**config.mk**
```make
export PLATFORM = sky130hd
export DESIGN_NAME = core_flags_irq
export DESIGN_NICKNAME = d
export VERILOG_FILES = /design/src/core_flags_pkg.sv /design/src/core_flags_irq.sv
export SDC_FILE = /design/constraint.sdc
export NUM_CORES = 1
export LEC_CHECK = 0
export CAP_MARGIN = 20
export CORE_UTILIZATION = 30
export CTS_CLUSTER_DIAMETER = 120
export DETAILED_ROUTE_END_ITERATION = 12
export DONT_BUFFER_PORTS = 1
export PLACE_DENSITY_LB_ADDON = 0.1
export SLEW_MARGIN = 20
export SYNTH_ARGS = -nofsm -noshare
export SYNTH_HDL_FRONTEND = slang
export SYNTH_SLANG_ARGS = --single-unit
```
**constraint.sdc**
```tcl
create_clock -name core_clk -period 2.69 [get_ports core_clk]
set_input_delay 0.269 -clock core_clk [delete_from_list [all_inputs] [get_ports core_clk]]
set_output_delay 0.269 -clock core_clk [all_outputs]
set_load 0.05 [all_outputs]
```
**src/core_flags_pkg.sv**
```systemverilog
// Constants, field positions and types shared by the core flag and interrupt control logic.
// How it works
// Location 00H redirects through the pointer.
// Pointer at 00H: reads zero, writes dropped.
// Pointer keeps seven bits, bit 7 reads one.
// Working register sits at location 05H.
// Data writes never touch sleep or expiry flags.
// Bit 0 is carry or no-borrow, rotates too.
// Bit 1 is low nibble carry or no-borrow.
// Bit 2 set when the result is zero.
// Bit 3 is carry-in xor carry-out of MSB.
// Sleep and expiry flags follow their events.
// Only the program counter is stacked.
// Control register holds gates and pending flags.
// Falling external pin edge sets bit 4.
// External service calls 04H, clears flag, gate.
// Timer overflow sets bit 5, calls 08H.
// Conversion end sets bit 6, calls 00CH.
// Full stack withholds service, flag stays recorded.
// Interrupt return sets global gate, plain return not.
// Nesting only when software reopens the gates.
// Requests are judged at each phase two pulse.
// Priority external, timer, converter; global gate masks.
// Pending flags stay until serviced or cleared.
// Full stack blocks acknowledge; call overflow drops oldest.
// Acknowledge clears flag and gate in vector cycle.
package core_flags_pkg;

  // Data memory locations handled inside this block.
  localparam logic [6:0] ADDR_INDIRECT = 7'h00;
  localparam logic [6:0] ADDR_POINTER  = 7'h01;
  localparam logic [6:0] ADDR_WORKING  = 7'h05;
  localparam logic [6:0] ADDR_FLAGS    = 7'h0a;
  localparam logic [6:0] ADDR_IRQ_CTRL = 7'h0b;

  // Flag register field positions.
  localparam int FLAG_CARRY = 0;
  localparam int FLAG_HALF  = 1;
  localparam int FLAG_ZERO  = 2;
  localparam int FLAG_WRAP  = 3;
  localparam int FLAG_SLEEP = 4;
  localparam int FLAG_WDT   = 5;

  // Interrupt control register field positions.
  localparam int IRQ_GLOBAL    = 0;
  localparam int IRQ_GATE_LSB  = 1;
  localparam int IRQ_PEND_LSB  = 4;
  localparam int IRQ_SOURCES   = 3;

  // Service vectors, in priority order.
  localparam logic [9:0] VEC_EXT  = 10'h004;
  localparam logic [9:0] VEC_TMR  = 10'h008;
  localparam logic [9:0] VEC_CONV = 10'h00c;

  // Reset values.
  localparam logic [7:0] RST_BYTE     = 8'h00;
  localparam logic [6:0] RST_POINTER  = 7'h00;
  localparam logic [2:0] RST_IRQ_BITS = 3'h0;

  // Kind of operation that reports flags.
  typedef enum logic [1:0] {
    ALU_ADD,
    ALU_SUB,
    ALU_LOGIC,
    ALU_ROTC
  } alu_kind_e;

  // Source of a read answer.
  typedef enum logic [1:0] {
    RD_ZERO,
    RD_LOCAL,
    RD_RAM
  } rd_src_e;

endpackage : core_flags_pkg

```
**src/core_flags_irq.sv**
```systemverilog
// Core control logic: indirect access, working register, flag register and interrupt control.
`timescale 1ns/10ps
`default_nettype none
module core_flags_irq #(
  parameter int ADDR_W = 7 // Data address width; the pointer holds exactly this many bits.
) (
  input  wire logic                       core_clk,
  input  wire logic                       rst_b,
  input  wire logic [ADDR_W-1:0]          mem_addr,
  input  wire logic                       mem_rd,
  input  wire logic                       mem_wr,
  input  wire logic [7:0]                 mem_wdata,
  output logic      [7:0]                 mem_rdata,
  output logic                            mem_rvalid,
  output logic      [ADDR_W-1:0]          ram_addr,
  output logic                            ram_rd,
  output logic                            ram_wr,
  output logic      [7:0]                 ram_wdata,
  input  wire logic [7:0]                 ram_rdata,
  input  wire logic                       work_wr,
  input  wire logic [7:0]                 work_wdata,
  output logic      [7:0]                 working_register,
  input  wire logic                       alu_upd,
  input  wire core_flags_pkg::alu_kind_e  alu_kind,
  input  wire logic [7:0]                 alu_a,
  input  wire logic [7:0]                 alu_b,
  input  wire logic                       alu_cin,
  input  wire logic [7:0]                 alu_result,
  output logic                            carry_flag,
  input  wire logic                       halt_exec,
  input  wire logic                       wdt_clear_instr,
  input  wire logic                       wdt_timeout,
  input  wire logic                       ext_irq_pin,
  input  wire logic                       timer_ovf,
  input  wire logic                       conv_done,
  input  wire logic                       phase_two_pulse,
  input  wire logic                       stack_full,
  input  wire logic                       irq_exit_instr,
  input  wire logic                       subroutine_exit_instr,
  output logic                            irq_take,
  output logic      [9:0]                 irq_vector
);

  // The pointer is stored as seven bits, so only a seven bit address space is served.
  if (ADDR_W != 7)
  begin : g_bad_width
    $error("core_flags_irq: ADDR_W must be 7");
  end

  // State held by the block.
  logic [ADDR_W-1:0]     indirect_pointer_r;   // Indirect pointer, seven bits kept.
  logic [7:0]            working_register_r;   // Working register.
  logic                  carry_flag_r;         // Carry or no-borrow.
  logic                  half_nibble_flag_r;   // Low nibble carry.
  logic                  zero_flag_r;          // Zero result.
  logic                  signed_wrap_flag_r;   // Signed overflow.
  logic                  sleep_entered_flag_r; // Set by halt.
  logic                  wdt_expiry_flag_r;    // Set by watchdog timeout.
  logic                  global_irq_gate_r;    // Master interrupt gate.
  logic [2:0]            src_gate_r;           // Per source gates: ext, timer, converter.
  logic [2:0]            src_pend_r;           // Per source pending flags.
  logic                  ext_pin_d_r;          // Previous external pin level.
  core_flags_pkg::rd_src_e rd_src_r;           // Answer source of the read in flight.
  logic                  rd_pend_r;            // A read is in flight.
  logic [7:0]            local_val_r;          // Captured local register value.
  logic [7:0]            mem_rdata_r;
  logic                  mem_rvalid_r;
  logic [ADDR_W-1:0]     ram_addr_r;
  logic                  ram_rd_r;
  logic                  ram_wr_r;
  logic [7:0]            ram_wdata_r;
  logic                  irq_take_r;
  logic [9:0]            irq_vector_r;

  // Address redirection through the indirect pointer.
  wire                   is_indirect = (mem_addr == core_flags_pkg::ADDR_INDIRECT);
  wire                   null_ind    = is_indirect && (indirect_pointer_r == 7'h00);
  wire [ADDR_W-1:0]      eff_addr    = is_indirect ? indirect_pointer_r : mem_addr;
  wire                   hit_ptr     = (eff_addr == core_flags_pkg::ADDR_POINTER);
  wire                   hit_work    = (eff_addr == core_flags_pkg::ADDR_WORKING);
  wire                   hit_flags   = (eff_addr == core_flags_pkg::ADDR_FLAGS);
  wire                   hit_irqc    = (eff_addr == core_flags_pkg::ADDR_IRQ_CTRL);
  wire                   hit_local   = hit_ptr || hit_work || hit_flags || hit_irqc;
  wire                   wr_ok       = mem_wr && !null_ind;
  wire                   wr_ptr      = wr_ok && hit_ptr;
  wire                   wr_work     = wr_ok && hit_work;
  wire                   wr_flags    = wr_ok && hit_flags;
  wire                   wr_irqc     = wr_ok && hit_irqc;

  // Register images as software reads them.
  wire [7:0] ptr_img   = {1'b1, indirect_pointer_r};
  wire [7:0] flags_img = {2'b00, wdt_expiry_flag_r, sleep_entered_flag_r,
                          signed_wrap_flag_r, zero_flag_r, half_nibble_flag_r, carry_flag_r};
  wire [7:0] irqc_img  = {1'b0, src_pend_r, src_gate_r, global_irq_gate_r};
  wire [7:0] local_sel = hit_ptr   ? ptr_img :
                         hit_work  ? working_register_r :
                         hit_flags ? flags_img : irqc_img;

  // Flag arithmetic: subtraction adds the inverted operand, so carry means no borrow.
  wire       is_sub  = (alu_kind == core_flags_pkg::ALU_SUB);
  wire [7:0] b_eff   = is_sub ? ~alu_b : alu_b;
  wire [4:0] lo_sum  = {1'b0, alu_a[3:0]} + {1'b0, b_eff[3:0]} + {4'h0, alu_cin};
  wire [7:0] low7sum = {1'b0, alu_a[6:0]} + {1'b0, b_eff[6:0]} + {7'h00, alu_cin};
  wire [8:0] full    = {1'b0, alu_a} + {1'b0, b_eff} + {8'h00, alu_cin};
  wire       is_arith = (alu_kind == core_flags_pkg::ALU_ADD) || is_sub;
  wire       is_rot   = (alu_kind == core_flags_pkg::ALU_ROTC);

  // Next values of the four arithmetic flags.
  logic carry_nxt;
  logic half_nxt;
  logic zero_nxt;
  logic wrap_nxt;

  // A data write to the flag register wins over a flag report in the same cycle.
  always_comb
  begin
    carry_nxt = carry_flag_r;
    half_nxt  = half_nibble_flag_r;
    zero_nxt  = zero_flag_r;
    wrap_nxt  = signed_wrap_flag_r;
    if (wr_flags)
    begin
      // Only the arithmetic flags take data; sleep and expiry are left alone.
      carry_nxt = mem_wdata[core_flags_pkg::FLAG_CARRY];
      half_nxt  = mem_wdata[core_flags_pkg::FLAG_HALF];
      zero_nxt  = mem_wdata[core_flags_pkg::FLAG_ZERO];
      wrap_nxt  = mem_wdata[core_flags_pkg::FLAG_WRAP];
    end
    else if (alu_upd)
    begin
      if (is_arith)
      begin
        carry_nxt = full[8];
        half_nxt  = lo_sum[4];
        wrap_nxt  = low7sum[7] ^ full[8];
      end
      if (is_rot)
      begin
        // The bit rotated out arrives on the carry input.
        carry_nxt = alu_cin;
      end
      if (!is_rot)
      begin
        zero_nxt = (alu_result == 8'h00);
      end
    end
  end

  // Arithmetic flags.
  always_ff @(posedge core_clk or negedge rst_b)
  begin
    if (!rst_b)
    begin
      carry_flag_r       <= 1'b0;
      half_nibble_flag_r <= 1'b0;
      zero_flag_r        <= 1'b0;
      signed_wrap_flag_r <= 1'b0;
    end
    else
    begin
      carry_flag_r       <= carry_nxt;
      half_nibble_flag_r <= half_nxt;
      zero_flag_r        <= zero_nxt;
      signed_wrap_flag_r <= wrap_nxt;
    end
  end

  // Sleep and expiry flags: only their own events move them, the set wins over the clear.
  always_ff @(posedge core_clk or negedge rst_b)
  begin
    if (!rst_b)
    begin
      sleep_entered_flag_r <= 1'b0;
      wdt_expiry_flag_r    <= 1'b0;
    end
    else
    begin
      sleep_entered_flag_r <= halt_exec || (sleep_entered_flag_r && !wdt_clear_instr);
      wdt_expiry_flag_r    <= wdt_timeout || (wdt_expiry_flag_r && !wdt_clear_instr && !halt_exec);
    end
  end

  // Pointer and working register; a data write beats the datapath write to the working register.
  always_ff @(posedge core_clk or negedge rst_b)
  begin
    if (!rst_b)
    begin
      indirect_pointer_r <= core_flags_pkg::RST_POINTER;
      working_register_r <= core_flags_pkg::RST_BYTE;
    end
    else
    begin
      if (wr_ptr)
      begin
        indirect_pointer_r <= mem_wdata[ADDR_W-1:0];
      end
      if (wr_work)
      begin
        working_register_r <= mem_wdata;
      end
      else if (work_wr)
      begin
        working_register_r <= work_wdata;
      end
    end
  end

  // Read pipeline, first stage: decide where the answer comes from and forward to the RAM.
  always_ff @(posedge core_clk or negedge rst_b)
  begin
    if (!rst_b)
    begin
      rd_pend_r   <= 1'b0;
      rd_src_r    <= core_flags_pkg::RD_ZERO;
      local_val_r <= core_flags_pkg::RST_BYTE;
      ram_addr_r  <= '0;
      ram_rd_r    <= 1'b0;
      ram_wr_r    <= 1'b0;
      ram_wdata_r <= core_flags_pkg::RST_BYTE;
    end
    else
    begin
      rd_pend_r   <= mem_rd;
      rd_src_r    <= null_ind  ? core_flags_pkg::RD_ZERO :
                     hit_local ? core_flags_pkg::RD_LOCAL : core_flags_pkg::RD_RAM;
      local_val_r <= local_sel;
      ram_addr_r  <= eff_addr;
      ram_rd_r    <= mem_rd && !null_ind && !hit_local;
      ram_wr_r    <= wr_ok && !hit_local;
      ram_wdata_r <= mem_wdata;
    end
  end

  // Read pipeline, second stage: the RAM answers combinationally during its strobe cycle.
  always_ff @(posedge core_clk or negedge rst_b)
  begin
    if (!rst_b)
    begin
      mem_rvalid_r <= 1'b0;
      mem_rdata_r  <= core_flags_pkg::RST_BYTE;
    end
    else
    begin
      mem_rvalid_r <= rd_pend_r;
      // Only a read in flight loads the answer, so the byte holds between answers and never
      // picks up whatever an idle RAM bus happens to show.
      if (rd_pend_r)
      begin
        unique case (rd_src_r)
          core_flags_pkg::RD_ZERO:  mem_rdata_r <= 8'h00;
          core_flags_pkg::RD_LOCAL: mem_rdata_r <= local_val_r;
          core_flags_pkg::RD_RAM:   mem_rdata_r <= ram_rdata;
          default:                  mem_rdata_r <= 8'h00;
        endcase
      end
    end
  end

  // Interrupt request evaluation, done only at the phase two pulse.
  wire [2:0] src_evt  = {conv_done, timer_ovf, ext_pin_d_r && !ext_irq_pin};
  wire [2:0] src_req  = src_gate_r & src_pend_r;
  wire       ack      = phase_two_pulse && global_irq_gate_r && (|src_req) && !stack_full;
  wire [2:0] ack_mask = !ack       ? 3'b000 :
                        src_req[0] ? 3'b001 :
                        src_req[1] ? 3'b010 : 3'b100;
  wire [9:0] ack_vec  = src_req[0] ? core_flags_pkg::VEC_EXT :
                        src_req[1] ? core_flags_pkg::VEC_TMR :
                                     core_flags_pkg::VEC_CONV;

  // Per source gate and pending flag; a new event wins over any clear in the same cycle.
  for (genvar s = 0; s < core_flags_pkg::IRQ_SOURCES; s++)
  begin : g_src
    always_ff @(posedge core_clk or negedge rst_b)
    begin
      if (!rst_b)
      begin
        src_gate_r[s] <= 1'b0;
        src_pend_r[s] <= 1'b0;
      end
      else
      begin
        if (wr_irqc)
        begin
          src_gate_r[s] <= mem_wdata[core_flags_pkg::IRQ_GATE_LSB + s];
        end
        if (src_evt[s])
        begin
          src_pend_r[s] <= 1'b1;
        end
        else if (ack_mask[s])
        begin
          src_pend_r[s] <= 1'b0;
        end
        else if (wr_irqc)
        begin
          src_pend_r[s] <= mem_wdata[core_flags_pkg::IRQ_PEND_LSB + s];
        end
      end
    end
  end

  // Master gate: the acknowledge closes it in the vector cycle so a second one cannot follow.
  always_ff @(posedge core_clk or negedge rst_b)
  begin
    if (!rst_b)
    begin
      global_irq_gate_r <= 1'b0;
      ext_pin_d_r       <= 1'b1;
    end
    else
    begin
      ext_pin_d_r <= ext_irq_pin;
      if (ack)
      begin
        global_irq_gate_r <= 1'b0;
      end
      else if (irq_exit_instr)
      begin
        global_irq_gate_r <= 1'b1;
      end
      else if (wr_irqc)
      begin
        global_irq_gate_r <= mem_wdata[core_flags_pkg::IRQ_GLOBAL];
      end
    end
  end

  // Vector to the sequencer; it pushes only the program counter, never the flags.
  always_ff @(posedge core_clk or negedge rst_b)
  begin
    if (!rst_b)
    begin
      irq_take_r   <= 1'b0;
      irq_vector_r <= 10'h000;
    end
    else
    begin
      irq_take_r <= ack;
      if (ack)
      begin
        irq_vector_r <= ack_vec;
      end
    end
  end

  // Outputs straight from flip-flops.
  assign mem_rdata        = mem_rdata_r;
  assign mem_rvalid       = mem_rvalid_r;
  assign ram_addr         = ram_addr_r;
  assign ram_rd           = ram_rd_r;
  assign ram_wr           = ram_wr_r;
  assign ram_wdata        = ram_wdata_r;
  assign working_register = working_register_r;
  assign carry_flag       = carry_flag_r;
  assign irq_take         = irq_take_r;
  assign irq_vector       = irq_vector_r;
endmodule : core_flags_irq
`default_nettype wire

```
; After elaboration in Yosys (flattened, before gate mapping)
; Index checks and enable logic that the tools add are counted.
; W data, S select, Z words.
[op_classes]
bitwise = 3
add_sub_neg = 6
reduce_logical = 44
n_mul = 0
eq_ne = 9
shift = 0
mux = 40
magnitude_cmp = 0
div_mod_pow = 0
[op_table]
columns = operator, n
row1 = $mux W8, 5
row2 = $mux W1, 25
row3 = $logic_and A1 B1 Y1, 16
row4 = $pmux W8 S2, 1
row5 = $reduce_bool A3 Y1, 5
row6 = $eq A7 B4 Y1 const B, 2
row7 = $logic_not A7 Y1, 2
row8 = $mux W7, 2
row9 = $mux W3, 4
row10 = $add A8 B8 Y9, 1
row11 = $add A9 B1 Y9, 1
row12 = $add A7 B7 Y8, 1
row13 = $add A8 B1 Y8, 1
row14 = $logic_not A8 Y1, 1
row15 = $not A8 Y8, 1
row16 = $eq A7 B1 Y1 const B, 1
row17 = $eq A7 B3 Y1 const B, 1
row18 = $logic_not A1 Y1, 6
row19 = $logic_or A1 B1 Y1, 6
row20 = $reduce_and A2 Y1, 3
row21 = $reduce_bool A2 Y1, 3
row22 = $add A4 B4 Y5, 1
row23 = $add A5 B1 Y5, 1
row24 = $eq A2 B1 Y1 const B, 2
row25 = other kinds (8), 10
[word_totals]
elab_cells = 129
latch_bits = 0
out_inout_bits = 46
regBits = 77
ramBits = 0
rom_bits = 0
memories = 0
inputBits = 74

; Logic depth before layout (Yosys ltp)
; Gate-level depths: netlist (run 1).
[logic_depth]
ltp_word = 8
mapped_depth = 9
depth_no_buf = 9

; Worst setup path before layout (run 1)
; Ideal clock, no wire load.
[synth_path]
path_type = input-to-reg
startpoint = input mem_addr[1]
endpoint = register src_pend_r[2] (netlist: irqc_img[6])
t_arrival_ns = 2.130
setup_ns = 0.126
path_stages = 5
setup_slack_ns = 0.434
required_ns = 2.564
path_buffers = 0
path_cell_list = or4_4 o41ai_4 nor3b_4 nand2_2 a311o_1
[synth_via]
elab_chain_cells = 6
elab_cells_between_ends = 8
cone_classes = 1 x eq/ne / 1 x mux / 6 x reduce/logical
[synth_rtl]
columns = item, line
row1 = "start, declared", core_flags_irq.sv:9  ; input wire logic [ADDR_W-1:0] mem_addr,
row2 = "parallel branches: the longest is 4 deep, another holds $logic_not A7 Y1", --
row3 = $logic_and A1 B1 Y1 *, core_flags_irq.sv:88  ; wire wr_irqc = wr_ok && hit_irqc;
row4 = $reduce_bool A3 Y1 (no source line) *, --
row5 = "end signal, assigned by index", core_flags_irq.sv:296  ; src_pend_r[s] <= mem_wdata[core_flags_pkg::IRQ_PEND_LSB + s];
row6 = "end, declared", core_flags_irq.sv:61  ; logic [2:0] src_pend_r;
; Every way passes the cells marked *.
; A chain may end at the register's enable or synchronous reset.

; Worst setup path in the final report (run 1)
[layout_path]
startpoint = register indirect_pointer_r[5]
endpoint = register indirect_pointer_r[1]
[layout_via]
elab_chain_cells = 5
elab_cells_between_ends = 7
cone_classes = 1 x eq/ne / 1 x mux / 5 x reduce/logical
[layout_rtl]
columns = item, line
row1 = "start, declared", core_flags_irq.sv:51  ; logic [ADDR_W-1:0] indirect_pointer_r;
row2 = "start signal, assigned", core_flags_irq.sv:188  ; indirect_pointer_r <= core_flags_pkg::RST_POINTER;
row3 = "start signal, assigned", core_flags_irq.sv:195  ; indirect_pointer_r <= mem_wdata[ADDR_W-1:0];
row4 = $logic_not A7 Y1, core_flags_irq.sv:77  ; wire null_ind = is_indirect && (indirect_pointer_r == 7'h00);
row5 = $logic_and A1 B1 Y1, core_flags_irq.sv:77
row6 = $logic_not A1 Y1, core_flags_irq.sv:84  ; wire wr_ok = mem_wr && !null_ind;
row7 = $logic_and A1 B1 Y1, core_flags_irq.sv:84
row8 = $logic_and A1 B1 Y1 *, core_flags_irq.sv:85  ; wire wr_ptr = wr_ok && hit_ptr;
; Every way passes the cells marked *; elsewhere a longest branch is shown, timed or not.

==> impl_metrics.xml, run 1 <==
<?xml version="1.0" encoding="UTF-8"?>
<metrics>
  <group name="sta">
    <metric name="finalHoldViolations" unit="">0</metric>
    <metric name="relSlewSlack" unit="%">62.5</metric>
    <metric name="finalWorstSetupSlack" unit="ps">441</metric>
    <metric name="setup_viol" unit="">0</metric>
    <metric name="fmax" unit="GHz">0.445</metric>
    <metric name="finalSetupTns" unit="ps">0</metric>
    <metric name="setup_repair_after_global_routing_missed_its_margin" unit="">no</metric>
    <metric name="period_share" unit="%">83.6</metric>
    <metric name="tightest_slew" unit="ps">562</metric>
    <metric name="timing_max_transition_violations_final" unit="">0</metric>
    <metric name="skew" unit="ps">6.68</metric>
    <metric name="final_period_minus_worst_setup_slack" unit="ps">2250</metric>
  </group>
  <group name="yosys">
    <metric name="synth.cell_area" unit="mm2">0.00336</metric>
    <metric name="postSynthRegisterBits" unit="">69</metric>
    <metric name="netlist_instances" unit="">309</metric>
    <metric name="synth_enable_flop_cells" unit="">0</metric>
    <metric name="yosysUniqueCellTypes" unit="">54</metric>
    <metric name="yosysSeqAreaShare" unit="%">51.4</metric>
    <metric name="synth_async_sr_flop_share" unit="%">100</metric>
    <metric name="yosys_warnings" unit="">0</metric>
    <metric name="top_flip_flop_cell_by_instance_count_after_synthesis" unit="">dfrtp_1</metric>
    <metric name="postSynthAreaPerCell" unit="um2">10.9</metric>
  </group>
  <group name="route">
    <metric name="post_drt_wl_per_cell" unit="um">18.0</metric>
    <metric name="drt_pre_antenna_iters" unit="">4</metric>
    <metric name="num_vias" unit="">2444</metric>
    <metric name="detail_route.drc_violations" unit="">0</metric>
    <metric name="post_drt_via_cell_ratio" unit="">5.05</metric>
    <metric name="antenna_left" unit="">0</metric>
    <metric name="detail_route.wirelength" unit="um">8730</metric>
    <metric name="drtIter0Drc" unit="">163</metric>
  </group>
  <group name="floorplanning">
    <metric name="floorplan.core_area" unit="mm2">0.0109</metric>
    <metric name="die_y" unit="um">108</metric>
    <metric name="start_util" unit="%">30.9</metric>
    <metric name="floorplan.die_area" unit="mm2">0.0116</metric>
    <metric name="std_cell_rows" unit="">38</metric>
    <metric name="top_level_port_count" unit="">120</metric>
    <metric name="die_x" unit="um">108</metric>
  </group>
  <group name="clock_network">
    <metric name="cts.root.buffer_cell" unit="">clkbuf_8</metric>
    <metric name="clkSlewWorstSetupHoldPaths" unit="ps">70</metric>
    <metric name="cts_sinks" unit="">69</metric>
    <metric name="ctsResizeCount" unit="">0</metric>
    <metric name="tritoncts" unit="">built</metric>
    <metric name="cts_h_tree_depth" unit="">3</metric>
    <metric name="clockBufferDepth" unit="">2</metric>
    <metric name="cts_hold_repair.buffers" unit="">17</metric>
    <metric name="insertion_delay" unit="ps">350</metric>
    <metric name="cts_inserted_buffers" unit="">9</metric>
    <metric name="post_cts_buffers" unit="">0</metric>
  </group>
  <group name="pwr">
    <metric name="irDropWorstVdd" unit="mV">0.409</metric>
    <metric name="power.share.combinational" unit="%">12.0</metric>
    <metric name="power.net_switching" unit="uW">851</metric>
    <metric name="powerDensity" unit="mW/mm2">655</metric>
    <metric name="power_frac_clock" unit="%">33.1</metric>
    <metric name="switching_share" unit="%">33.0</metric>
    <metric name="cellLeakagePower" unit="nW">1.73</metric>
    <metric name="internal_power" unit="mW">1.73</metric>
    <metric name="seqPwrFrac" unit="%">54.9</metric>
  </group>
  <group name="finish">
    <metric name="fillCellCount" unit="">1105</metric>
    <metric name="area.growth.synth_to_final" unit="%">17.0</metric>
    <metric name="num_antenna_cells" unit="">0</metric>
    <metric name="mostFrequentLayoutCells" unit="">dfrtp_1, nor2_1, a22oi_1, dlygate4sd3_1</metric>
    <metric name="layout.cells.most_common" unit="">dfrtp_1</metric>
    <metric name="finalNetCount" unit="">423</metric>
    <metric name="drive_gt1_share" unit="%">12.2</metric>
  </group>
  <group name="global_route">
    <metric name="initial_antenna_violation_count" unit="">0</metric>
    <metric name="overflow" unit="">0</metric>
    <metric name="overall_global_routing_usage" unit="%">16.3</metric>
    <metric name="largest_net_degree_at_the_start_of_global_routing" unit="">70</metric>
    <metric name="grt_pass1_vias" unit="">2508</metric>
    <metric name="global_route_wire_length_before_repair" unit="um">13800</metric>
  </group>
  <group name="placed_design">
    <metric name="dp_worst_setup_slack" unit="ps">296</metric>
    <metric name="dpl.hpwl" unit="um">6360</metric>
    <metric name="place_congestion" unit="">0.757</metric>
    <metric name="placement.io_buffers" unit="">0</metric>
  </group>
  <group name="critical_path">
    <metric name="critical_path.endpoint_type" unit="">flip-flop</metric>
    <metric name="required" unit="ps">2930</metric>
    <metric name="worst-endpoint-arrival" unit="ps">2490</metric>
    <metric name="critical_path.startpoint_type" unit="">flip-flop</metric>
    <metric name="timing_worst_setup_path_type" unit="">reg -&gt; reg</metric>
    <metric name="critical_path.max_fanout" unit="">8</metric>
  </group>
  <group name="worst_hold_path">
    <metric name="min-delay-path-class" unit="">in -&gt; reg</metric>
  </group>
  <group name="outcome">
    <metric name="outcome" unit="">finished, final reports clean</metric>
  </group>
  <group name="run">
    <metric name="maxcap_viol_count" unit="">0</metric>
  </group>
</metrics>
## stage by stage
stage                     instances  hold slack, ps  area [um2]  power (mW)  utilization (%)
after floorplan                 316           -26.6        3390        1.64                -
after global placement          450           -25.0        3540        1.70             32.5
after detailed placement        450           -25.0        3540        1.70             32.5
after CTS                       483           0.501        3920        2.63             36.0
after global routing            484            5.27        3930        2.74             36.1
final                           484            19.3        3930        2.58             36.1
## cells by family (layout without fill, tap and decap cells)
| family | Yosys count | count (layout) | synth area share (%) |
|---|---|---|---|
| buffers and inverters | 30 | 58 | 4.24 |
| xor gates and xnor gates | 8 | 8 | 2.08 |
| DFF | 69 | 69 | 51.4 |
| adders and majority gates | 10 | 10 | 3.72 |
| muxes | 21 | 21 | 6.70 |
| other | 1 | 8 | 0.112 |
| AOI/OAI and AO/OA | 86 | 86 | 18.9 |
| and+or+nand+nor | 84 | 84 | 12.8 |
## power groups by stage
stage / combinational, mW / clock, mW / sequential (mW)
finish: 0.310 / 0.852 / 1.41
floorplan: 0.232 / 0 / 1.41
global route: 0.355 / 0.950 / 1.43
detailed placement: 0.266 / 0 / 1.44
global placement: 0.263 / 0 / 1.44
CTS: 0.315 / 0.897 / 1.42
## state kept, by name, indices dropped and copies added (netlist names), 2 cells and up
signal	flops
working_register	8
irqc_img	6
mem_rdata	8
indirect_pointer_r	7
irq_vector	2
ram_wdata	8
rd_src_r	2
ram_addr	7
local_val_r	8
## synthesized netlist by cell type (all sizes together) (2+ instances only)
cell type / n / area [um2]
a31o: 2 / 17.5
dfrtp: 68 / 1700
xnor2: 8 / 70.1
mux2i: 9 / 90.1
o2bb2ai: 2 / 17.5
nor2: 35 / 131
ha: 10 / 125
a211oi: 3 / 22.5
nor3: 4 / 20.0
a21oi: 16 / 80.1
a22oi: 17 / 128
o21a: 3 / 22.5
a41oi: 2 / 17.5
o21ai: 8 / 40.0
a311o: 2 / 20.0
buf: 10 / 67.6
nor3b: 4 / 41.3
inv: 16 / 60.1
a21o: 9 / 67.6
or4: 2 / 18.8
nor2b: 2 / 12.5
mux2: 12 / 135
or2: 2 / 12.5
nand2: 17 / 66.3
nand4: 2 / 12.5
a221o: 6 / 60.1
nor4: 5 / 37.5
clkbuf: 4 / 15.0
nand2b: 3 / 18.8
o22ai: 9 / 56.3
## metal layers
metal	routed length, um	up-vias	global-route usage [%]
li1	-	1180	-
met1	3940	1164	21.4
met2	4030	86	23.8
met3	615	14	5.93
met4	136	0	7.05
met5	0	-	0
## area by class of cell
| cell class | count | area [um2] | share of cell area (%) |
|---|---|---|---|
| Clock buffer | 12 | 145 | 3.69 |
| Sequential cell | 69 | 1730 | 43.9 |
| Clock inverter | 4 | 48.8 | 1.24 |
| Inverter | 16 | 60.1 | 1.53 |
| Timing Repair Buffer | 26 | 258 | 6.55 |
| Tap cell | 140 | 175 | 4.45 |
| Multi-Input combinational cell | 217 | 1520 | 38.6 |
## final timing paths
kind / start / end / slack [ps] / depth (start not counted)
setup / recovery: indirect_pointer_r[5]$_DFFE_PN0P_ / indirect_pointer_r[1]$_DFFE_PN0P_ / 440 / 4
hold / removal: mem_addr[5] / ram_addr[5]$_DFF_PN0_ / 20 / 1
setup reg to reg: indirect_pointer_r[5]$_DFFE_PN0P_ / indirect_pointer_r[1]$_DFFE_PN0P_ / 440 / 4
hold reg to reg: ext_pin_d_r$_DFF_PN1_ / irqc_img[4]$_DFFE_PN0P_ / 520 / 2
max in group asynchronous: rst_b / ext_pin_d_r$_DFF_PN1_ / 1880 / 2
min in group asynchronous: rst_b / local_val_r[4]$_DFF_PN0_ / 490 / 2
## critical path: stages, from the launching register on
cell and delay, ps:
dfrtp_1 450, or4_1 500, o21ai_0 340, nand4_1 440, mux2_2 410
Power figures use the tool's default switching activity.
==> run 2, diff against run 1 <==
--- a/config.mk
+++ b/config.mk
@@ -5,6 +5,7 @@
 export SDC_FILE = /design/constraint.sdc
 export NUM_CORES = 1
 export LEC_CHECK = 0
+export ABC_AREA = 1
 export CAP_MARGIN = 20
 export CORE_UTILIZATION = 30
 export CTS_CLUSTER_DIAMETER = 120
==> constraint.sdc (replaced) <==
create_clock -name core_clk -period 1.95 [get_ports core_clk]
set_input_delay 0.195 -clock core_clk [delete_from_list [all_inputs] [get_ports core_clk]]
set_output_delay 0.195 -clock core_clk [all_outputs]
set_load 0.05 [all_outputs]
==> impl_metrics.xml, run 2 <==
<?xml version="1.0" encoding="UTF-8"?>
<metrics>
  <group name="outcome">
    <metric name="outcome" unit="">finished, final reports clean</metric>
  </group>
  <group name="critical_path">
    <metric name="worst-endpoint-arrival" unit="ps">1930</metric>
    <metric name="critical_path.max_fanout" unit="">10</metric>
    <metric name="r2r-start" unit="">indirect_pointer_r[4]$_DFFE_PN0P_</metric>
    <metric name="timing_worst_setup_path_type" unit="">reg -&gt; reg</metric>
    <metric name="reg2regPathDepth" unit="">9</metric>
    <metric name="required" unit="ps">2170</metric>
    <metric name="ff2ff_setup_slack" unit="ps">240</metric>
    <metric name="critical_path.startpoint_type" unit="">flip-flop</metric>
    <metric name="critical_path.endpoint_type" unit="">flip-flop</metric>
    <metric name="crit_path_start" unit="">indirect_pointer_r[4]$_DFFE_PN0P_</metric>
  </group>
  <group name="sta">
    <metric name="finalWorstSetupSlack" unit="ps">241</metric>
    <metric name="relSlewSlack" unit="%">63.5</metric>
    <metric name="timing_max_transition_violations_final" unit="">0</metric>
    <metric name="skew" unit="ps">6.52</metric>
    <metric name="setup_viol" unit="">0</metric>
    <metric name="period_share" unit="%">87.6</metric>
    <metric name="setup_repair_after_global_routing_missed_its_margin" unit="">no</metric>
    <metric name="finalHoldViolations" unit="">0</metric>
    <metric name="fmax" unit="GHz">0.585</metric>
    <metric name="tightest_slew" unit="ps">548</metric>
    <metric name="tightest_hold_margin" unit="ps">10.6</metric>
    <metric name="final_period_minus_worst_setup_slack" unit="ps">1710</metric>
  </group>
  <group name="floorplanning">
    <metric name="die_x" unit="um">113</metric>
    <metric name="top_level_port_count" unit="">120</metric>
    <metric name="std_cell_rows" unit="">40</metric>
    <metric name="floorplan.die_area" unit="mm2">0.0128</metric>
    <metric name="floorplan.core_area" unit="mm2">0.0120</metric>
    <metric name="start_util" unit="%">30.8</metric>
    <metric name="die_y" unit="um">113</metric>
  </group>
  <group name="route">
    <metric name="drtIter0Drc" unit="">170</metric>
    <metric name="drt_pre_antenna_iters" unit="">4</metric>
    <metric name="detail_route.drc_violations" unit="">0</metric>
    <metric name="post_drt_wl_per_cell" unit="um">14.8</metric>
    <metric name="antenna_left" unit="">0</metric>
    <metric name="num_vias" unit="">2896</metric>
    <metric name="post_drt_via_cell_ratio" unit="">4.65</metric>
    <metric name="detail_route.wirelength" unit="um">9220</metric>
  </group>
  <group name="clock_network">
    <metric name="cts_sinks" unit="">69</metric>
    <metric name="clkSlewWorstSetupHoldPaths" unit="ps">60</metric>
    <metric name="tritoncts" unit="">built</metric>
    <metric name="cts_h_tree_depth" unit="">3</metric>
    <metric name="clockBufferDepth" unit="">2</metric>
    <metric name="cts.root.buffer_cell" unit="">clkbuf_16</metric>
    <metric name="cts_inserted_buffers" unit="">9</metric>
    <metric name="insertion_delay" unit="ps">330</metric>
  </group>
  <group name="yosys">
    <metric name="synth_area_leader_cell" unit="">dfrtp_1</metric>
    <metric name="post_synth_main_area_contributors" unit="">dfrtp_1, nand2_1, nand3_1</metric>
    <metric name="yosysSeqAreaShare" unit="%">46.7</metric>
    <metric name="yosys_warnings" unit="">0</metric>
    <metric name="top_flip_flop_cell_by_instance_count_after_synthesis" unit="">dfrtp_1</metric>
    <metric name="synth.cell_area" unit="mm2">0.00370</metric>
    <metric name="netlist_instances" unit="">448</metric>
    <metric name="synth.top_cells.by_count" unit="">nand2_1, dfrtp_1, inv_1</metric>
    <metric name="synth.top_cell.area_share" unit="%">46.0</metric>
    <metric name="postSynthAreaPerCell" unit="um2">8.26</metric>
    <metric name="library_cell_with_the_highest_instance_count_after_synthesis" unit="">nand2_1</metric>
    <metric name="synth_enable_flop_cells" unit="">0</metric>
    <metric name="synth_async_sr_flop_share" unit="%">100</metric>
    <metric name="yosysUniqueCellTypes" unit="">36</metric>
    <metric name="postSynthRegisterBits" unit="">69</metric>
  </group>
  <group name="global_route">
    <metric name="largest_net_degree_at_the_start_of_global_routing" unit="">70</metric>
    <metric name="grt_pass1_vias" unit="">3025</metric>
    <metric name="initial_antenna_violation_count" unit="">0</metric>
    <metric name="overflow" unit="">0</metric>
    <metric name="overall_global_routing_usage" unit="%">15.9</metric>
    <metric name="global_route_wire_length_before_repair" unit="um">15500</metric>
  </group>
  <group name="placed_design">
    <metric name="numPlacedInstances" unit="">588</metric>
    <metric name="dpl.hpwl" unit="um">6820</metric>
    <metric name="placement.io_buffers" unit="">0</metric>
    <metric name="dp_worst_setup_slack" unit="ps">-59.1</metric>
    <metric name="place_congestion" unit="">0.742</metric>
    <metric name="cell_area_placed" unit="mm2">0.00381</metric>
  </group>
  <group name="pwr">
    <metric name="irDropWorstVdd" unit="mV">0.394</metric>
    <metric name="powerDensity" unit="mW/mm2">951</metric>
    <metric name="cellLeakagePower" unit="nW">2.19</metric>
  </group>
  <group name="finish">
    <metric name="finalNetCount" unit="">554</metric>
    <metric name="drive_gt1_share" unit="%">11.4</metric>
    <metric name="area.growth.synth_to_final" unit="%">17.0</metric>
    <metric name="post-route-cell-area" unit="mm2">0.00433</metric>
    <metric name="layoutNonFillerInstCount" unit="">623</metric>
    <metric name="fillCellCount" unit="">1274</metric>
    <metric name="layout.cells.most_common" unit="">nand2_1</metric>
    <metric name="mostFrequentLayoutCells" unit="">nand2_1, dfrtp_1, inv_1</metric>
  </group>
  <group name="worst_hold_path">
    <metric name="worst_hold_startpoint" unit="">mem_wdata[1]</metric>
    <metric name="whs_path_depth" unit="">2</metric>
    <metric name="min-delay-path-class" unit="">in -&gt; reg</metric>
  </group>
  <group name="run">
    <metric name="maxcap_viol_count" unit="">0</metric>
  </group>
</metrics>
-- run 2: cell type report --
class,instances,area (um2),area share [%]
diodes,1,2.50,0.0578
clock buffers,13,270,6.25
clock inverters,3,42.5,0.983
inverters,61,231,5.35
multi-input cells,309,1660,38.3
flip-flops and latches,69,1730,39.9
well taps,147,184,4.25
repair buffers,20,213,4.92
-- run 2: worst paths after layout --
path | to
min in group asynchronous | ram_addr[2]$_DFF_PN0_
max in group asynchronous | ext_pin_d_r$_DFF_PN1_
min | working_register[1]$_DFFE_PN0P_
min reg2reg | indirect_pointer_r[6]$_DFFE_PN0P_
max reg2reg | carry_flag$_DFFE_PN0P_
max | carry_flag$_DFFE_PN0P_
-- run 2: kinds of logic (layout without fill, tap and decap cells) --
logic type | after synthesis | in the layout | share of synthesized area, %
AO/OA/AOI/OAI | 49 | 49 | 8.86
XOR/XNOR | 8 | 8 | 1.89
adder cells (fa/ha/maj) | 10 | 10 | 3.38
AND/OR/NAND/NOR | 234 | 234 | 29.6
other | 1 | 9 | 0.101
buffers and inverters | 77 | 97 | 9.40
flip-flops | 69 | 69 | 46.7
-- run 2: layer usage --
metal  up-vias  wire length (um)  GRT usage, %
met5         -                 0             0
met4         0               146          6.49
met3        11               420          3.64
met2        86              4530          26.7
met1      1321              4120          19.7
li1       1478                 -             -
-- run 2: worst max-delay path, cell delays in order (launching register included) --
cell and delay [ps]:
dfrtp_1 440, a21oi_1 210, nand2_1 120, nor2_4 220
buf_4 230, nand3_4 140, nand2_1 100, nand2_1 50
nand2_1 50, nand2_1 50
-- run 2: repair_timing --
| action | CTS | global route |
|---|---|---|
| endpoints found under the setup margin | 0 | 1 |
| endpoints found under the hold margin | 94 | 0 |
| gates resized for setup | 0 | 1 |
| hold buffers | 18 | 0 |
| buffers inserted | 0 | 0 |
-- run 2: per-stage QoR --
stage / power (mW) / setup TNS, ps / utilization, %
6_report: 4.12 / 0 / 36.0
5_1_grt: 4.33 / 0 / 36.0
4_1_cts: 4.17 / 0 / 35.9
3_5_place_dp: 2.39 / -108 / 31.7
3_3_place_gp: 2.38 / -9.80 / 31.7
2_1_floorplan: 2.30 / 0 / -
-- run 2: power by group --
part,internal (mW),switching (mW)
combinational,0.192,0.295
sequential,1.56,0.376
clock,1.09,0.598
total,2.85,1.27
==> run 3, diff against run 2 <==
==> constraint.sdc (replaced) <==
create_clock -name core_clk -period 1.5 [get_ports core_clk]
set_input_delay 0.15 -clock core_clk [delete_from_list [all_inputs] [get_ports core_clk]]
set_output_delay 0.15 -clock core_clk [all_outputs]
set_load 0.05 [all_outputs]
==> impl_metrics.xml, run 3 (synthesized netlist as in run 2, its figures left out) <==
<?xml version="1.0" encoding="UTF-8"?>
<metrics>
  <group name="finish">
    <metric name="multi_input_comb_area" unit="mm2">0.00187</metric>
    <metric name="drive_gt1_share" unit="%">26.9</metric>
    <metric name="ff_latch_area" unit="mm2">0.00173</metric>
    <metric name="layoutNonFillerInstCount" unit="">674</metric>
    <metric name="post-route-cell-area" unit="mm2">0.00498</metric>
    <metric name="fillCellCount" unit="">1234</metric>
    <metric name="area.growth.synth_to_final" unit="%">34.8</metric>
    <metric name="num_antenna_cells" unit="">0</metric>
    <metric name="layout.cells.most_common" unit="">nand2_1</metric>
    <metric name="finalNetCount" unit="">606</metric>
    <metric name="mostFrequentLayoutCells" unit="">nand2_1, dfrtp_1, inv_1</metric>
  </group>
  <group name="pwr">
    <metric name="powerDensity" unit="mW/mm2">1110</metric>
    <metric name="cellLeakagePower" unit="nW">2.54</metric>
    <metric name="irDropWorstVdd" unit="mV">0.562</metric>
  </group>
  <group name="critical_path">
    <metric name="critical_path.endpoint_type" unit="">flip-flop</metric>
    <metric name="timing.critical_path.buf_inv" unit="">1</metric>
    <metric name="timing_worst_setup_path_type" unit="">reg -&gt; reg</metric>
    <metric name="critical_path.startpoint_type" unit="">flip-flop</metric>
    <metric name="critPathTopFamily" unit="">simple AND/OR/NAND/NOR gates</metric>
    <metric name="critical_path.max_fanout" unit="">8</metric>
    <metric name="crit_path_start" unit="">indirect_pointer_r[2]$_DFFE_PN0P_</metric>
    <metric name="worst-endpoint-arrival" unit="ps">1790</metric>
    <metric name="cell_with_the_largest_stage_delay_on_the_worst_path" unit="">dfrtp_1</metric>
    <metric name="crit_path_cell_trace" unit="">nor2_1 -&gt; nand3_2 -&gt; nor3_4 -&gt; nor2_4 -&gt; buf_6 -&gt; nand3_4 -&gt; nand2_1 -&gt; nand3_1 -&gt; nand2_1</metric>
    <metric name="r2r-start" unit="">indirect_pointer_r[2]$_DFFE_PN0P_</metric>
    <metric name="delay_of_the_slowest_critical_path_stage" unit="ps">410</metric>
    <metric name="timing.critical_path.mode_cell" unit="">nand2_1</metric>
    <metric name="required" unit="ps">1720</metric>
  </group>
  <group name="sta">
    <metric name="finalWorstSetupSlack" unit="ps">-71.2</metric>
    <metric name="skew" unit="ps">4.48</metric>
    <metric name="final_period_minus_worst_setup_slack" unit="ps">1570</metric>
    <metric name="setup_repair_after_global_routing_missed_its_margin" unit="">yes</metric>
    <metric name="relSlewSlack" unit="%">61.2</metric>
    <metric name="tightest_hold_margin" unit="ps">-489</metric>
    <metric name="finalHoldViolations" unit="">77</metric>
    <metric name="setup_viol" unit="">32</metric>
    <metric name="fmax" unit="GHz">0.636</metric>
    <metric name="timing_max_transition_violations_final" unit="">0</metric>
    <metric name="period_share" unit="%">105</metric>
    <metric name="tightest_slew" unit="ps">582</metric>
  </group>
  <group name="placed_design">
    <metric name="cell_area_placed" unit="mm2">0.00412</metric>
    <metric name="place_congestion" unit="">0.753</metric>
    <metric name="placement.io_buffers" unit="">0</metric>
    <metric name="dpl.hpwl" unit="um">7310</metric>
    <metric name="numPlacedInstances" unit="">623</metric>
  </group>
  <group name="route">
    <metric name="num_vias" unit="">3157</metric>
    <metric name="detail_route.drc_violations" unit="">0</metric>
    <metric name="drtIter0Drc" unit="">126</metric>
    <metric name="antenna_left" unit="">0</metric>
    <metric name="drt_pre_antenna_iters" unit="">6</metric>
    <metric name="post_drt_via_cell_ratio" unit="">4.68</metric>
    <metric name="detail_route.wirelength" unit="um">10300</metric>
    <metric name="post_drt_wl_per_cell" unit="um">15.2</metric>
  </group>
  <group name="global_route">
    <metric name="met2_usage_in_global_routing" unit="%">28.5</metric>
    <metric name="initial_antenna_violation_count" unit="">0</metric>
    <metric name="grt_most_used_layer" unit="">met2</metric>
    <metric name="grt_pass1_vias" unit="">3192</metric>
    <metric name="overall_global_routing_usage" unit="%">16.8</metric>
    <metric name="largest_net_degree_at_the_start_of_global_routing" unit="">70</metric>
    <metric name="grt_use_met1" unit="%">20.5</metric>
    <metric name="met3_usage" unit="%">3.91</metric>
    <metric name="overflow" unit="">0</metric>
    <metric name="global_route_wire_length_before_repair" unit="um">16400</metric>
  </group>
  <group name="floorplanning">
    <metric name="top_level_port_count" unit="">120</metric>
    <metric name="die_x" unit="um">113</metric>
    <metric name="std_cell_rows" unit="">40</metric>
    <metric name="floorplan.core_area" unit="mm2">0.0120</metric>
    <metric name="floorplan.die_area" unit="mm2">0.0128</metric>
    <metric name="start_util" unit="%">30.8</metric>
    <metric name="die_y" unit="um">113</metric>
  </group>
  <group name="clock_network">
    <metric name="insertion_delay" unit="ps">330</metric>
    <metric name="clockBufferDepth" unit="">2</metric>
    <metric name="cts_inserted_buffers" unit="">9</metric>
    <metric name="tritoncts" unit="">built</metric>
    <metric name="clkSlewWorstSetupHoldPaths" unit="ps">60</metric>
    <metric name="cts.root.buffer_cell" unit="">clkbuf_16</metric>
    <metric name="cts_sinks" unit="">69</metric>
    <metric name="cts_h_tree_depth" unit="">3</metric>
    <metric name="cts_hold_repair.buffers" unit="">20</metric>
  </group>
  <group name="worst_hold_path">
    <metric name="min-delay-path-class" unit="">in -&gt; async</metric>
  </group>
  <group name="outcome">
    <metric name="outcome" unit="">complete, but fails checks</metric>
    <metric name="violations" unit="">hold timing, setup timing</metric>
  </group>
  <group name="run">
    <metric name="maxcap_viol_count" unit="">0</metric>
  </group>
</metrics>
-- run 3: timing repair --
item                                    CTS  global route
pin swaps                                19             4
gates cloned                              5             0
endpoints found under the hold margin    93            77
endpoints found under the setup margin   38            37
gates resized for setup                  42             7
setup buffers                             9             2
-- run 3: layer usage --
layer	share of wire [%]	routed length (um)	up-vias
met5	0	0	-
li1	-	-	1583
met1	44	4560	1478
met3	5.0	513	13
met2	49	5010	83
met4	1.7	178	0
-- run 3: power by group --
group / switching [mW] / leakage, nW / internal, mW / total, mW
Combinational: 0.453 / 1.54 / 0.363 / 0.816
Clock: 0.804 / 0.152 / 1.42 / 2.23
Sequential: 0.441 / 0.846 / 2.03 / 2.47
-- run 3: path summary, 6_finish.rpt --
check                           slack [ps]  depth (start not counted)                         endpoint
worst max-delay path                   -70                          9    global_irq_gate_r$_DFFE_PN0P_
worst min-delay path                  -490                          0            ram_addr[4]$_DFF_PN0_
worst max register to register         -70                          9    global_irq_gate_r$_DFFE_PN0P_
worst min register to register         530                          2   signed_wrap_flag_r$_DFFE_PN0P_
max in group asynchronous             1800                          0            ext_pin_d_r$_DFF_PN1_
min in group core_clk                  -50                          2  working_register[0]$_DFFE_PN0P_
-- run 3: worst register-to-register path: cells and delay by family (launching register included) --
kind | cells | cell delay [ps]
AND/OR/NAND/NOR | 8 | 910
flip-flops | 1 | 410
buffers and inverters | 1 | 140
-- run 3: cell type report --
type,count,share of cell area (%)
multi-input cells,311,37.4
repair buffers,68,12.6
repair inverters,2,0.226
flip-flops and latches,69,34.7
inverters,61,5.07
well taps,147,3.69
clock inverters,3,0.853
clock buffers,13,5.42
-- run 3: metrics by stage --
step           worst slack (ps)  hold WS [ps]  TNS (ps)  utilization (%)  power, mW
5_1_grt                    -180          -509     -4890             41.5       5.79
2_1_floorplan             -65.2          -146      -119                -       3.00
3_5_place_dp               -215          -143     -4480             34.3       3.20
3_3_place_gp               -174          -143     -4630             34.3       3.19
4_1_cts                   -71.8          -502     -1210             41.2       5.57
6_report                  -71.2          -489     -1020             41.5       5.51
